[src/rtl/vsbt_regs.svh]
`ifndef VSBT_REGS_SVH
`define VSBT_REGS_SVH

// ===========================================================================
// register byte offsets
`define VSBT_OFF_CTRL 8'h00
`define VSBT_OFF_CMD 8'h04
`define VSBT_OFF_WMASK 8'h08
`define VSBT_OFF_SUBST 8'h0C
`define VSBT_OFF_SAMLD 8'h10
`define VSBT_OFF_STATUS 8'h14
`define VSBT_OFF_RDATA 8'h18
`define VSBT_OFF_PEEK 8'h1C
`define VSBT_OFF_EVENT 8'h20

// ===========================================================================
// reset values
`define VSBT_CTRL_RESET 32'h0000000C
`define VSBT_SUBST_RESET 32'h00080000
`define VSBT_WMASK_RESET 8'hFF

// ===========================================================================
// geometry
`define VSBT_SAM_WORDS 16
`define VSBT_HALF_WORDS 8
`define VSBT_ROWS 16
`define VSBT_ROW_BITS 4
`define VSBT_WORD_BITS 8
`define VSBT_OUT_BITS 16
`define VSBT_SAM_TOP 4'hF
`define VSBT_HALF_TOP 3'h7
`define VSBT_LOWER_BASE 4'h0
`define VSBT_UPPER_BASE 4'h8
`define VSBT_ROW_LEN_NEEDED 3'h4
`define VSBT_OUT_NATIVE 5'h08
`define VSBT_AGE_MAX 3'h7

// ===========================================================================
// timing
`define VSBT_CLK_NS 10
`define VSBT_WAKE_NS 2000
`define VSBT_REFRESH_TICK_NS 2560

// ===========================================================================
// bus answers
`define VSBT_RESP_OKAY 2'h0
`define VSBT_RESP_SLVERR 2'h2

`endif

[src/rtl/vsbt_pkg.sv]
package vsbt_pkg;

  typedef enum logic [1:0] {
    SEG_FULL = 2'h0,
    SEG_LOWER = 2'h1,
    SEG_UPPER = 2'h2
  } segment_type;

  typedef enum logic [1:0] {
    BUS_IDLE = 2'b01,
    BUS_RESP = 2'b10
  } bus_state_type;

  typedef struct packed {
    logic [27:0] reserved;
    logic is_vram;
    logic warning_enable;
    logic half_size;
    logic split_mode;
  } ctrl_type;

  typedef struct packed {
    logic [3:0] row_unknown;
    logic [2:0] row_len;
    logic [6:0] row_vec;
    logic [4:0] reserved;
    logic [4:0] serial_ptr;
    logic [2:0] reserved2;
    logic [1:0] row_segment;
    logic write_per_bit;
    logic go_transfer;
    logic go_read;
  } command_type;

  typedef struct packed {
    logic [10:0] reserved;
    logic [4:0] out_width;
    logic [6:0] reserved2;
    logic data_fill;
    logic [3:0] reserved3;
    logic [3:0] addr_fill;
  } subst_type;

  typedef struct packed {
    logic [19:0] reserved;
    logic [3:0] index;
    logic [7:0] data;
  } sam_load_type;

  typedef struct packed {
    logic [23:0] reserved;
    logic [3:0] row;
    logic [3:0] word;
  } peek_type;

  typedef struct packed {
    logic [21:0] reserved;
    logic bad_segment;
    logic not_vram;
    logic row_mapped;
    logic row_too_wide;
    logic row_expired;
    logic asleep;
    logic ptr_clamped;
    logic seg_forced;
    logic data_mapped;
    logic bad_width;
  } event_type;

endpackage

[src/rtl/vram_serial_buffer_transfer.sv]
`include "vsbt_regs.svh"

module vram_serial_buffer_transfer (
  input wire logic aclk,
  input wire logic aresetn,
  input wire logic [7:0] awaddr,
  input wire logic [2:0] awprot,
  input wire logic awvalid,
  output logic awready,
  input wire logic [31:0] wdata,
  input wire logic [3:0] wstrb,
  input wire logic wvalid,
  output logic wready,
  output logic [1:0] bresp,
  output logic bvalid,
  input wire logic bready,
  input wire logic [7:0] araddr,
  input wire logic [2:0] arprot,
  input wire logic arvalid,
  output logic arready,
  output logic [31:0] rdata,
  output logic [1:0] rresp,
  output logic rvalid,
  input wire logic rready,
  output logic warn_pulse,
  output logic error_pulse,
  output vsbt_pkg::event_type last_event
);
  import vsbt_pkg::*;

  localparam int WAKE_CYCLES = (`VSBT_WAKE_NS + `VSBT_CLK_NS - 1) / `VSBT_CLK_NS;
  localparam int TICK_CYCLES = `VSBT_REFRESH_TICK_NS / `VSBT_CLK_NS;

  // =========================================================================
  // storage
  logic [7:0] sam_mem [`VSBT_SAM_WORDS];
  logic [`VSBT_SAM_WORDS-1:0] sam_valid;
  logic [7:0] dram_mem [`VSBT_ROWS][`VSBT_SAM_WORDS];
  logic [`VSBT_SAM_WORDS-1:0] dram_valid [`VSBT_ROWS];
  logic [2:0] row_age [`VSBT_ROWS];
  ctrl_type ctrl;
  subst_type subst;
  peek_type peek;
  logic [7:0] wmask;
  logic [3:0] ptr;
  logic [3:0] lower_tap;
  logic [3:0] upper_tap;
  logic [15:0] serial_out;
  logic [7:0] wake_count;
  logic awake;
  logic [7:0] tick_count;
  logic refresh_tick;

  // =========================================================================
  // bus slave
  bus_state_type wr_state;
  logic aw_full;
  logic w_full;
  logic [7:0] aw_addr;
  logic [31:0] w_data;
  logic [3:0] w_strb;
  logic do_write;
  logic wr_mapped;

  function automatic logic [31:0] merge(input logic [31:0] old, input logic [31:0] nw, input logic [3:0] strb);
    logic [31:0] res;
    res = old;
    for (int b = 0; b < 4; b++) begin
      if (strb[b]) begin
        res[b*8 +: 8] = nw[b*8 +: 8];
      end
    end
    return res;
  endfunction

  assign do_write = aw_full && w_full && (wr_state == BUS_IDLE);

  always_comb begin
    unique case (aw_addr)
      `VSBT_OFF_CTRL, `VSBT_OFF_CMD, `VSBT_OFF_WMASK, `VSBT_OFF_SUBST, `VSBT_OFF_SAMLD,
      `VSBT_OFF_PEEK: wr_mapped = 1'b1;
      default: wr_mapped = 1'b0;
    endcase
  end

  // address and data are taken in either order; the write acts once both are held
  always_ff @(posedge aclk) begin
    if (!aresetn) begin
      wr_state <= BUS_IDLE;
      aw_full <= 1'b0;
      w_full <= 1'b0;
      awready <= 1'b0;
      wready <= 1'b0;
      bvalid <= 1'b0;
      bresp <= `VSBT_RESP_OKAY;
      aw_addr <= 8'h00;
      w_data <= 32'h00000000;
      w_strb <= 4'h0;
    end else begin
      unique case (wr_state)
        BUS_IDLE: begin
          awready <= !aw_full && !(awvalid && awready);
          wready <= !w_full && !(wvalid && wready);
          if (awvalid && awready) begin
            aw_full <= 1'b1;
            aw_addr <= awaddr;
          end
          if (wvalid && wready) begin
            w_full <= 1'b1;
            w_data <= wdata;
            w_strb <= wstrb;
          end
          if (do_write) begin
            wr_state <= BUS_RESP;
            bvalid <= 1'b1;
            bresp <= wr_mapped ? `VSBT_RESP_OKAY : `VSBT_RESP_SLVERR;
            aw_full <= 1'b0;
            w_full <= 1'b0;
          end
        end
        BUS_RESP: begin
          if (bready) begin
            bvalid <= 1'b0;
            wr_state <= BUS_IDLE;
          end
        end
      endcase
    end
  end

  // =========================================================================
  // configuration registers
  always_ff @(posedge aclk) begin
    if (!aresetn) begin
      ctrl <= ctrl_type'(`VSBT_CTRL_RESET);
      subst <= subst_type'(`VSBT_SUBST_RESET);
      wmask <= `VSBT_WMASK_RESET;
      peek <= '0;
    end else if (do_write) begin
      unique case (aw_addr)
        `VSBT_OFF_CTRL: ctrl <= ctrl_type'(merge(ctrl, w_data, w_strb));
        `VSBT_OFF_SUBST: subst <= subst_type'(merge(subst, w_data, w_strb));
        `VSBT_OFF_WMASK: wmask <= w_strb[0] ? w_data[7:0] : wmask;
        `VSBT_OFF_PEEK: peek <= peek_type'(merge(peek, w_data, w_strb));
        default: ;
      endcase
    end
  end

  // =========================================================================
  // command decode
  command_type cmd;
  sam_load_type sam_load;
  logic is_cmd;
  logic exec_read;
  logic xfer_req;
  logic xfer_ok;
  logic bad_seg;
  logic half_dst_upper;
  logic [3:0] row_idx;
  logic row_mapped;
  logic row_wide;
  logic row_expired;
  logic [7:0] sam_at_ptr;
  logic [15:0] next_serial_out;
  logic data_mapped;
  logic [3:0] next_ptr;
  event_type ev;

  assign cmd = command_type'(merge(32'h00000000, w_data, w_strb));
  assign sam_load = sam_load_type'(w_data);
  assign is_cmd = do_write && (aw_addr == `VSBT_OFF_CMD);
  // a transfer in the same command takes precedence over a read
  assign exec_read = is_cmd && cmd.go_read && !cmd.go_transfer && ctrl.is_vram;
  assign xfer_req = is_cmd && cmd.go_transfer && ctrl.is_vram;
  assign bad_seg = ctrl.half_size ? (cmd.row_segment != SEG_LOWER && cmd.row_segment != SEG_UPPER)
                                  : (cmd.row_segment > SEG_UPPER);
  assign xfer_ok = xfer_req && awake && !bad_seg;
  assign half_dst_upper = (cmd.row_segment == SEG_UPPER);
  assign sam_at_ptr = sam_mem[ptr];
  assign row_expired = (row_age[row_idx] == `VSBT_AGE_MAX);

  // row vector: bit 0 is the rightmost, msb the leftmost
  always_comb begin
    row_idx = 4'h0;
    row_mapped = 1'b0;
    for (int i = 0; i < `VSBT_ROW_BITS; i++) begin
      if (3'(i) >= cmd.row_len || cmd.row_unknown[i]) begin
        row_idx[i] = subst.addr_fill[i];
        row_mapped = 1'b1;
      end else begin
        row_idx[i] = cmd.row_vec[i];
      end
    end
    row_wide = cmd.row_len > `VSBT_ROW_LEN_NEEDED;
  end

  // output word shaped to the requested width
  always_comb begin
    next_serial_out = 16'h0000;
    for (int i = 0; i < `VSBT_OUT_BITS; i++) begin
      if (5'(i) < subst.out_width) begin
        if (i < `VSBT_WORD_BITS && sam_valid[ptr]) begin
          next_serial_out[i] = sam_at_ptr[i];
        end else begin
          next_serial_out[i] = subst.data_fill;
        end
      end
    end
    data_mapped = (subst.out_width > `VSBT_OUT_NATIVE) || (!sam_valid[ptr] && subst.out_width != 5'h00);
  end

  always_comb begin
    if (ctrl.split_mode && ptr[2:0] == `VSBT_HALF_TOP) begin
      next_ptr = ptr[3] ? lower_tap : upper_tap;
    end else begin
      next_ptr = ptr + 4'h1;
    end
  end

  always_comb begin
    ev = '0;
    ev.bad_width = exec_read && (subst.out_width != `VSBT_OUT_NATIVE);
    ev.data_mapped = exec_read && data_mapped;
    ev.not_vram = is_cmd && (cmd.go_read || cmd.go_transfer) && !ctrl.is_vram;
    ev.asleep = xfer_req && !awake;
    ev.bad_segment = xfer_req && awake && bad_seg;
    ev.seg_forced = xfer_ok && !ctrl.half_size && cmd.row_segment != SEG_FULL;
    ev.ptr_clamped = xfer_ok && cmd.serial_ptr > {1'b0, `VSBT_SAM_TOP};
    ev.row_expired = xfer_ok && row_expired;
    ev.row_too_wide = xfer_ok && row_wide;
    ev.row_mapped = xfer_ok && row_mapped;
  end

  // =========================================================================
  // events: errors always pulse, warnings only when enabled
  always_ff @(posedge aclk) begin
    if (!aresetn) begin
      warn_pulse <= 1'b0;
      error_pulse <= 1'b0;
      last_event <= '0;
    end else begin
      warn_pulse <= ctrl.warning_enable && (ev.bad_width || ev.data_mapped || ev.asleep || ev.seg_forced ||
                    ev.ptr_clamped || ev.row_expired || ev.row_too_wide || ev.row_mapped);
      error_pulse <= ev.not_vram || ev.bad_segment;
      if (is_cmd) begin
        last_event <= ev;
      end
    end
  end

  // =========================================================================
  // wake-up and refresh timing
  always_ff @(posedge aclk) begin
    if (!aresetn) begin
      wake_count <= 8'h00;
      awake <= 1'b0;
      tick_count <= 8'h00;
      refresh_tick <= 1'b0;
    end else begin
      if (!awake) begin
        wake_count <= wake_count + 8'h01;
        awake <= (wake_count == 8'(WAKE_CYCLES - 1));
      end
      refresh_tick <= (tick_count == 8'(TICK_CYCLES - 1));
      tick_count <= (tick_count == 8'(TICK_CYCLES - 1)) ? 8'h00 : tick_count + 8'h01;
    end
  end

  // ages saturate at the expiry mark; only a transfer brings a row back
  always_ff @(posedge aclk) begin
    if (!aresetn) begin
      for (int r = 0; r < `VSBT_ROWS; r++) begin
        row_age[r] <= 3'h0;
      end
    end else begin
      for (int r = 0; r < `VSBT_ROWS; r++) begin
        if (xfer_ok && row_idx == 4'(r)) begin
          row_age[r] <= 3'h0;
        end else if (refresh_tick && row_age[r] != `VSBT_AGE_MAX) begin
          row_age[r] <= row_age[r] + 3'h1;
        end
      end
    end
  end

  // =========================================================================
  // serial position and taps
  always_ff @(posedge aclk) begin
    if (!aresetn) begin
      ptr <= `VSBT_LOWER_BASE;
      lower_tap <= `VSBT_LOWER_BASE;
      upper_tap <= `VSBT_UPPER_BASE;
      serial_out <= 16'h0000;
    end else if (exec_read) begin
      serial_out <= next_serial_out;
      ptr <= next_ptr;
      if (lower_tap == ptr) begin
        lower_tap <= `VSBT_LOWER_BASE;
      end
      if (upper_tap == ptr) begin
        upper_tap <= `VSBT_UPPER_BASE;
      end
    end else if (xfer_ok) begin
      if (cmd.serial_ptr > {1'b0, `VSBT_SAM_TOP}) begin
        ptr <= `VSBT_SAM_TOP;
        upper_tap <= `VSBT_SAM_TOP;
      end else begin
        ptr <= cmd.serial_ptr[3:0];
        if (cmd.serial_ptr[3]) begin
          upper_tap <= cmd.serial_ptr[3:0];
        end else begin
          lower_tap <= cmd.serial_ptr[3:0];
        end
      end
    end
  end

  // =========================================================================
  // serial buffer loading (software fill port)
  always_ff @(posedge aclk) begin
    if (!aresetn) begin
      sam_valid <= 16'h0000;
    end else if (do_write && aw_addr == `VSBT_OFF_SAMLD) begin
      sam_valid[sam_load.index] <= 1'b1;
    end
  end

  always_ff @(posedge aclk) begin
    if (do_write && aw_addr == `VSBT_OFF_SAMLD) begin
      sam_mem[sam_load.index] <= sam_load.data;
    end
  end

  // =========================================================================
  // buffer to row transfer
  always_ff @(posedge aclk) begin
    if (xfer_ok) begin
      for (int w = 0; w < `VSBT_SAM_WORDS; w++) begin
        if (!ctrl.half_size || (w >= `VSBT_HALF_WORDS) == half_dst_upper) begin
          if (cmd.write_per_bit) begin
            dram_mem[row_idx][w] <= (dram_mem[row_idx][w] & ~wmask) |
                                    (sam_mem[ctrl.half_size ? w % `VSBT_HALF_WORDS : w] & wmask);
          end else begin
            dram_mem[row_idx][w] <= sam_mem[ctrl.half_size ? w % `VSBT_HALF_WORDS : w];
          end
        end
      end
    end
  end

  always_ff @(posedge aclk) begin
    if (!aresetn) begin
      for (int r = 0; r < `VSBT_ROWS; r++) begin
        dram_valid[r] <= 16'h0000;
      end
    end else if (xfer_ok) begin
      for (int w = 0; w < `VSBT_SAM_WORDS; w++) begin
        if (!ctrl.half_size || (w >= `VSBT_HALF_WORDS) == half_dst_upper) begin
          dram_valid[row_idx][w] <= sam_valid[ctrl.half_size ? w % `VSBT_HALF_WORDS : w] &&
                                    (!cmd.write_per_bit || (dram_valid[row_idx][w] && !row_expired));
        end else if (row_expired) begin
          dram_valid[row_idx][w] <= 1'b0;
        end
      end
    end
  end

  // =========================================================================
  // read channel: answer one cycle after the address is taken
  logic [31:0] rd_value;
  logic rd_mapped;

  always_comb begin
    rd_mapped = 1'b1;
    unique case (araddr)
      `VSBT_OFF_CTRL: rd_value = ctrl;
      `VSBT_OFF_WMASK: rd_value = {24'h000000, wmask};
      `VSBT_OFF_SUBST: rd_value = subst;
      `VSBT_OFF_STATUS: rd_value = {7'h00, awake, 4'h0, upper_tap, 4'h0, lower_tap, 4'h0, ptr};
      `VSBT_OFF_RDATA: rd_value = {16'h0000, serial_out};
      `VSBT_OFF_PEEK: rd_value = {23'h000000, dram_valid[peek.row][peek.word], dram_mem[peek.row][peek.word]};
      `VSBT_OFF_EVENT: rd_value = last_event;
      `VSBT_OFF_CMD, `VSBT_OFF_SAMLD: rd_value = 32'h00000000;
      default: begin
        rd_value = 32'h00000000;
        rd_mapped = 1'b0;
      end
    endcase
  end

  always_ff @(posedge aclk) begin
    if (!aresetn) begin
      arready <= 1'b0;
      rvalid <= 1'b0;
      rdata <= 32'h00000000;
      rresp <= `VSBT_RESP_OKAY;
    end else if (rvalid) begin
      if (rready) begin
        rvalid <= 1'b0;
        arready <= 1'b1;
      end
    end else if (arvalid && arready) begin
      arready <= 1'b0;
      rvalid <= 1'b1;
      rdata <= rd_value;
      rresp <= rd_mapped ? `VSBT_RESP_OKAY : `VSBT_RESP_SLVERR;
    end else begin
      arready <= 1'b1;
    end
  end
endmodule

[config.mk]
export PLATFORM = sky130hd
export DESIGN_NAME = vram_serial_buffer_transfer
export DESIGN_NICKNAME = d
export VERILOG_FILES = /design/src/rtl/vsbt_pkg.sv /design/src/rtl/vram_serial_buffer_transfer.sv
export VERILOG_INCLUDE_DIRS = /design/src /design/src/rtl
export SDC_FILE = /design/constraint.sdc
export NUM_CORES = 2
export LEC_CHECK = 0
export ABC_AREA = 0
export BUFFER_PORTS_ARGS = -buffer_cell sky130_fd_sc_hd__buf_2
export CORE_ASPECT_RATIO = 0.9
export CORE_MARGIN = 2
export CORE_UTILIZATION = 42
export CTS_BUF_LIST = sky130_fd_sc_hd__clkbuf_4 sky130_fd_sc_hd__clkbuf_8
export DETAILED_ROUTE_END_ITERATION = 6
export GPL_ROUTABILITY_DRIVEN = 0
export PLACE_DENSITY = 0.59
export SYNTH_ARGS = -nofsm -noshare
export SYNTH_HDL_FRONTEND = slang
export SYNTH_SLANG_ARGS = --single-unit
[constraint.sdc]
create_clock -name aclk -period 5.5 [get_ports aclk]
set_input_delay 0.275 -clock aclk [delete_from_list [all_inputs] [get_ports aclk]]
set_output_delay 0.275 -clock aclk [all_outputs]
set_load 0.05 [all_outputs]
==> reports/qor.txt <==
Synthesized area per cell: 13.0 um^2
Area Growth Syn to Fin: 14.0%
Clk Tree Root Cell: clkbuf_8
Synth top area share: 0.570
Max-cap viol count: 0
CP Launch Point: sam_load[27]
Share of layout cells above drive strength 1: 0.202
Reg2reg end: dram_mem[7][108]
Global route overflow: 0
CP Cell Sequence: nor2_1 > o21ai_4 > and2_4 > buf_12 > nand2_1 > and3_1 > a311oi_1 > nor3_1 > o31ai_1 > buf_4
F_max: 209 MHz
DR WL/cell: 30.9 um
Final period util: 0.868
Status: finished, violations left
Worst EP arrival: 5.61 ns
Vias per cell: 6.43
Post-synth EDFFs: 2480
Num rows: 194
Synth async-reset ratio: 0
Final nets: 10600
Actual transition at the worst max-transition pin: 1.36 ns
Reg area: 0.0794 mm^2
Core Region: 0.310 mm^2
Worst hold path cell count: 4
First-pass GRT wire length: 658000 um
H-tree depth: 5
Number of setup buffers added after CTS: 0
Tot Pwr: 41.4 mW
Top FF cell, synth: edfxtp_1
Net Sw Power: 9.06 mW
Int Power: 32.3 mW
Leak: 49.6 nW
Hold_ws: 0.0931 ns
Reg2reg path depth: 10
WL final: 462000 um
Post-CTS sizing: 0
Setup Skew: 0.142 ns
Placement Setup Slack: 0.836 ns
Clk pwr share: 0.435
Required @ worst endpoint: 6.34 ns
Buffers added on ports: 109
CP top delay family: compound AO/OA/AOI/OAI gates
Aggregate global-route resource usage: 0.286
Clock Sinks: 2726
I/O pins: 140
Vias in the first global route: 93400
PD cells: 278 mW/mm^2
Failing checks: DRC
Worst Path Max Fanout: 119
Post-synth top area cell: edfxtp_1
DIE AREA: 0.316 mm^2
Via Count: 96100
Worst setup EP type: register
Worst r2r src: sam_load[27]
Most common cell in the netlist: edfxtp_1
Largest net degree at the start of global routing: 147
Die H: 533 um
Worst Hold Path EP: arready
Sw Share: 0.219
Worst setup SP type: register
Syn. warnings: 0
Crit-path slowest cell: and2_4
Final HPWL from detailed placement: 280000 um
CTS tree: yes
Multi-input logic area: 0.0480 mm^2
Clock latency on the worst-skew pair: 1.11 ns
Post-route antenna net violation count: 0
Die width: 592 um
Area of the mapped netlist: 0.131 mm^2
Peak VDD IR: 235 uV
Ranking of synthesized cells by area: edfxtp_1, mux4_2, nand2_1, dfxtp_1, a311oi_1
HP Start: rready
Slew HR: 0.0855
CTS clk-pin slew, worst paths: 0.07 ns
Initial drt markers: 13400
Fillers: 26600
Seq/Total Area, Yosys: 0.607
Final count of negative-setup-slack endpoints: 0
Cells after Synth: 10000
Initial Utilization: 0.422
Reg-to-reg slack, setup: 0.73 ns
Pins Over Slew Limit: 0
Logic pwr share: 0.019
Crit path setup slack, layout: 0.726 ns
Residual DRC: 4
Max clock buf depth: 4
Hold/Removal Path Class: input port to register
Unique cell type count in the Yosys netlist: 78
Final core utilization: 0.481
DP Cell Count: 14000
Sequential Power Share: 0.546
RSZ-0062 raised after global routing: false
Final hold violations: 0
Crit path buf inv count: 2
Synth cell count leaders: edfxtp_1, nand2_1, mux4_2
Hold-fix buffers at CTS: 166
Yosys reg bits: 2726
Antenna violations before repair: 31
Cts bufs inserted: 442
Final min period: 4.77 ns
Finished Layout Cells: 14900
Crit Path Class: register to register
DR pass1 iterations: 7
Max stage delay on crit path: 0.82 ns
## stage by stage
stage          TNS (ns)  cell area [um^2]
5_1_grt               0            149000
4_1_cts               0            149000
6_report              0            149000
2_1_floorplan   -168.66            131000
3_5_place_dp          0            138000
3_3_place_gp          0            138000
## state kept, by name, summed over array words and instances (netlist names), 16 cells and up, named ones only
signal and count:
ctrl 32, dram_mem 2048, dram_valid 256, rdata 32, row_age 48, sam_load 32
sam_mem 128, sam_valid 16, serial_out 16, subst 32
## cells in the final DEF (no fill, tap or decap), types with 52 or more instances in the layout
cell,synthesis,layout
o21ai_0,53,52
clkinv_1,1,104
a31oi_1,55,55
a211oi_1,203,199
buf_12,0,91
edfxtp_1,2480,2480
mux4_2,695,695
clkinv_2,0,78
nor2_1,453,405
clkbuf_8,0,472
a21oi_1,342,342
buf_2,254,109
a311oi_1,405,405
mux2i_1,321,320
nand2_1,2242,2240
buf_4,53,446
dlygate4sd3_1,0,166
dfxtp_1,246,235
and3_1,407,407
clkbuf_4,0,120
a22oi_1,106,106
o31ai_1,123,123
nor2b_1,82,79
o22ai_1,66,66
nor3_1,148,145
nand3_1,282,282
## worst reg2reg max path, delay by kind of cell (launching register included)
kind                   cells  cell delay, ns
AOI/OAI and AO/OA          3            1.72
and+or+nand+nor            5            1.44
buffers and inverters      2            0.90
DFF                        1            0.49
## power by group through the flow
stage	logic [mW]	registers (mW)	clock network (mW)
floorplan	0.384	23.0	0
global placement	0.614	23.0	0
detailed placement	0.624	23.0	0
CTS	0.773	22.6	18.2
global route	0.846	22.6	19.0
finish	0.795	22.6	18.0
## per-layer routing
metal / GRT usage / vias to the layer above / share of wire / wire [um]
met2: 0.431 / 6303 / 0.44 / 205000
met1: 0.383 / 48800 / 0.38 / 174000
met5: 0 / - / 0.00065 / 299
met4: 0.138 / 32 / 0.053 / 24300
li1: - / 39800 / - / -
met3: 0.0767 / 1152 / 0.13 / 58200
## worst max-delay path by stage
stage	endpoint	cells past startpoint	slack (ns)
floorplan	dram_mem[10][100]	9	-0.34
global placement	dram_mem[4][41]	7	0.98
detailed placement	dram_mem[5][41]	9	0.84
CTS	dram_mem[4][10]	9	0.80
global route	dram_mem[13][10]	9	0.39
finish	dram_mem[7][108]	10	0.73
## area by class of cell
cell class / count / area share
repair buffers: 812 / 0.0495
well taps: 4116 / 0.0346
inverters: 30 / 0.000815
flip-flops and latches: 2726 / 0.533
diodes: 17 / 0.000286
clock buffers: 592 / 0.0497
multi-input cells: 6438 / 0.322
clock inverters: 215 / 0.00990
## kinds of logic (layout without fill, tap and decap cells)
logic type / Yosys count / after routing / synth area share
AOI/OAI and AO/OA: 1539 / 1539 / 0.0856
xor gates and xnor gates: 20 / 20 / 0.00134
adders and majority gates: 39 / 39 / 0.00373
buffers and inverters: 897 / 1649 / 0.0297
DFF: 2726 / 2726 / 0.607
muxes: 1035 / 1035 / 0.146
other: 1 / 41 / 0.0000287
and+or+nand+nor: 3781 / 3781 / 0.126
(Power assumes the default switching activity.)
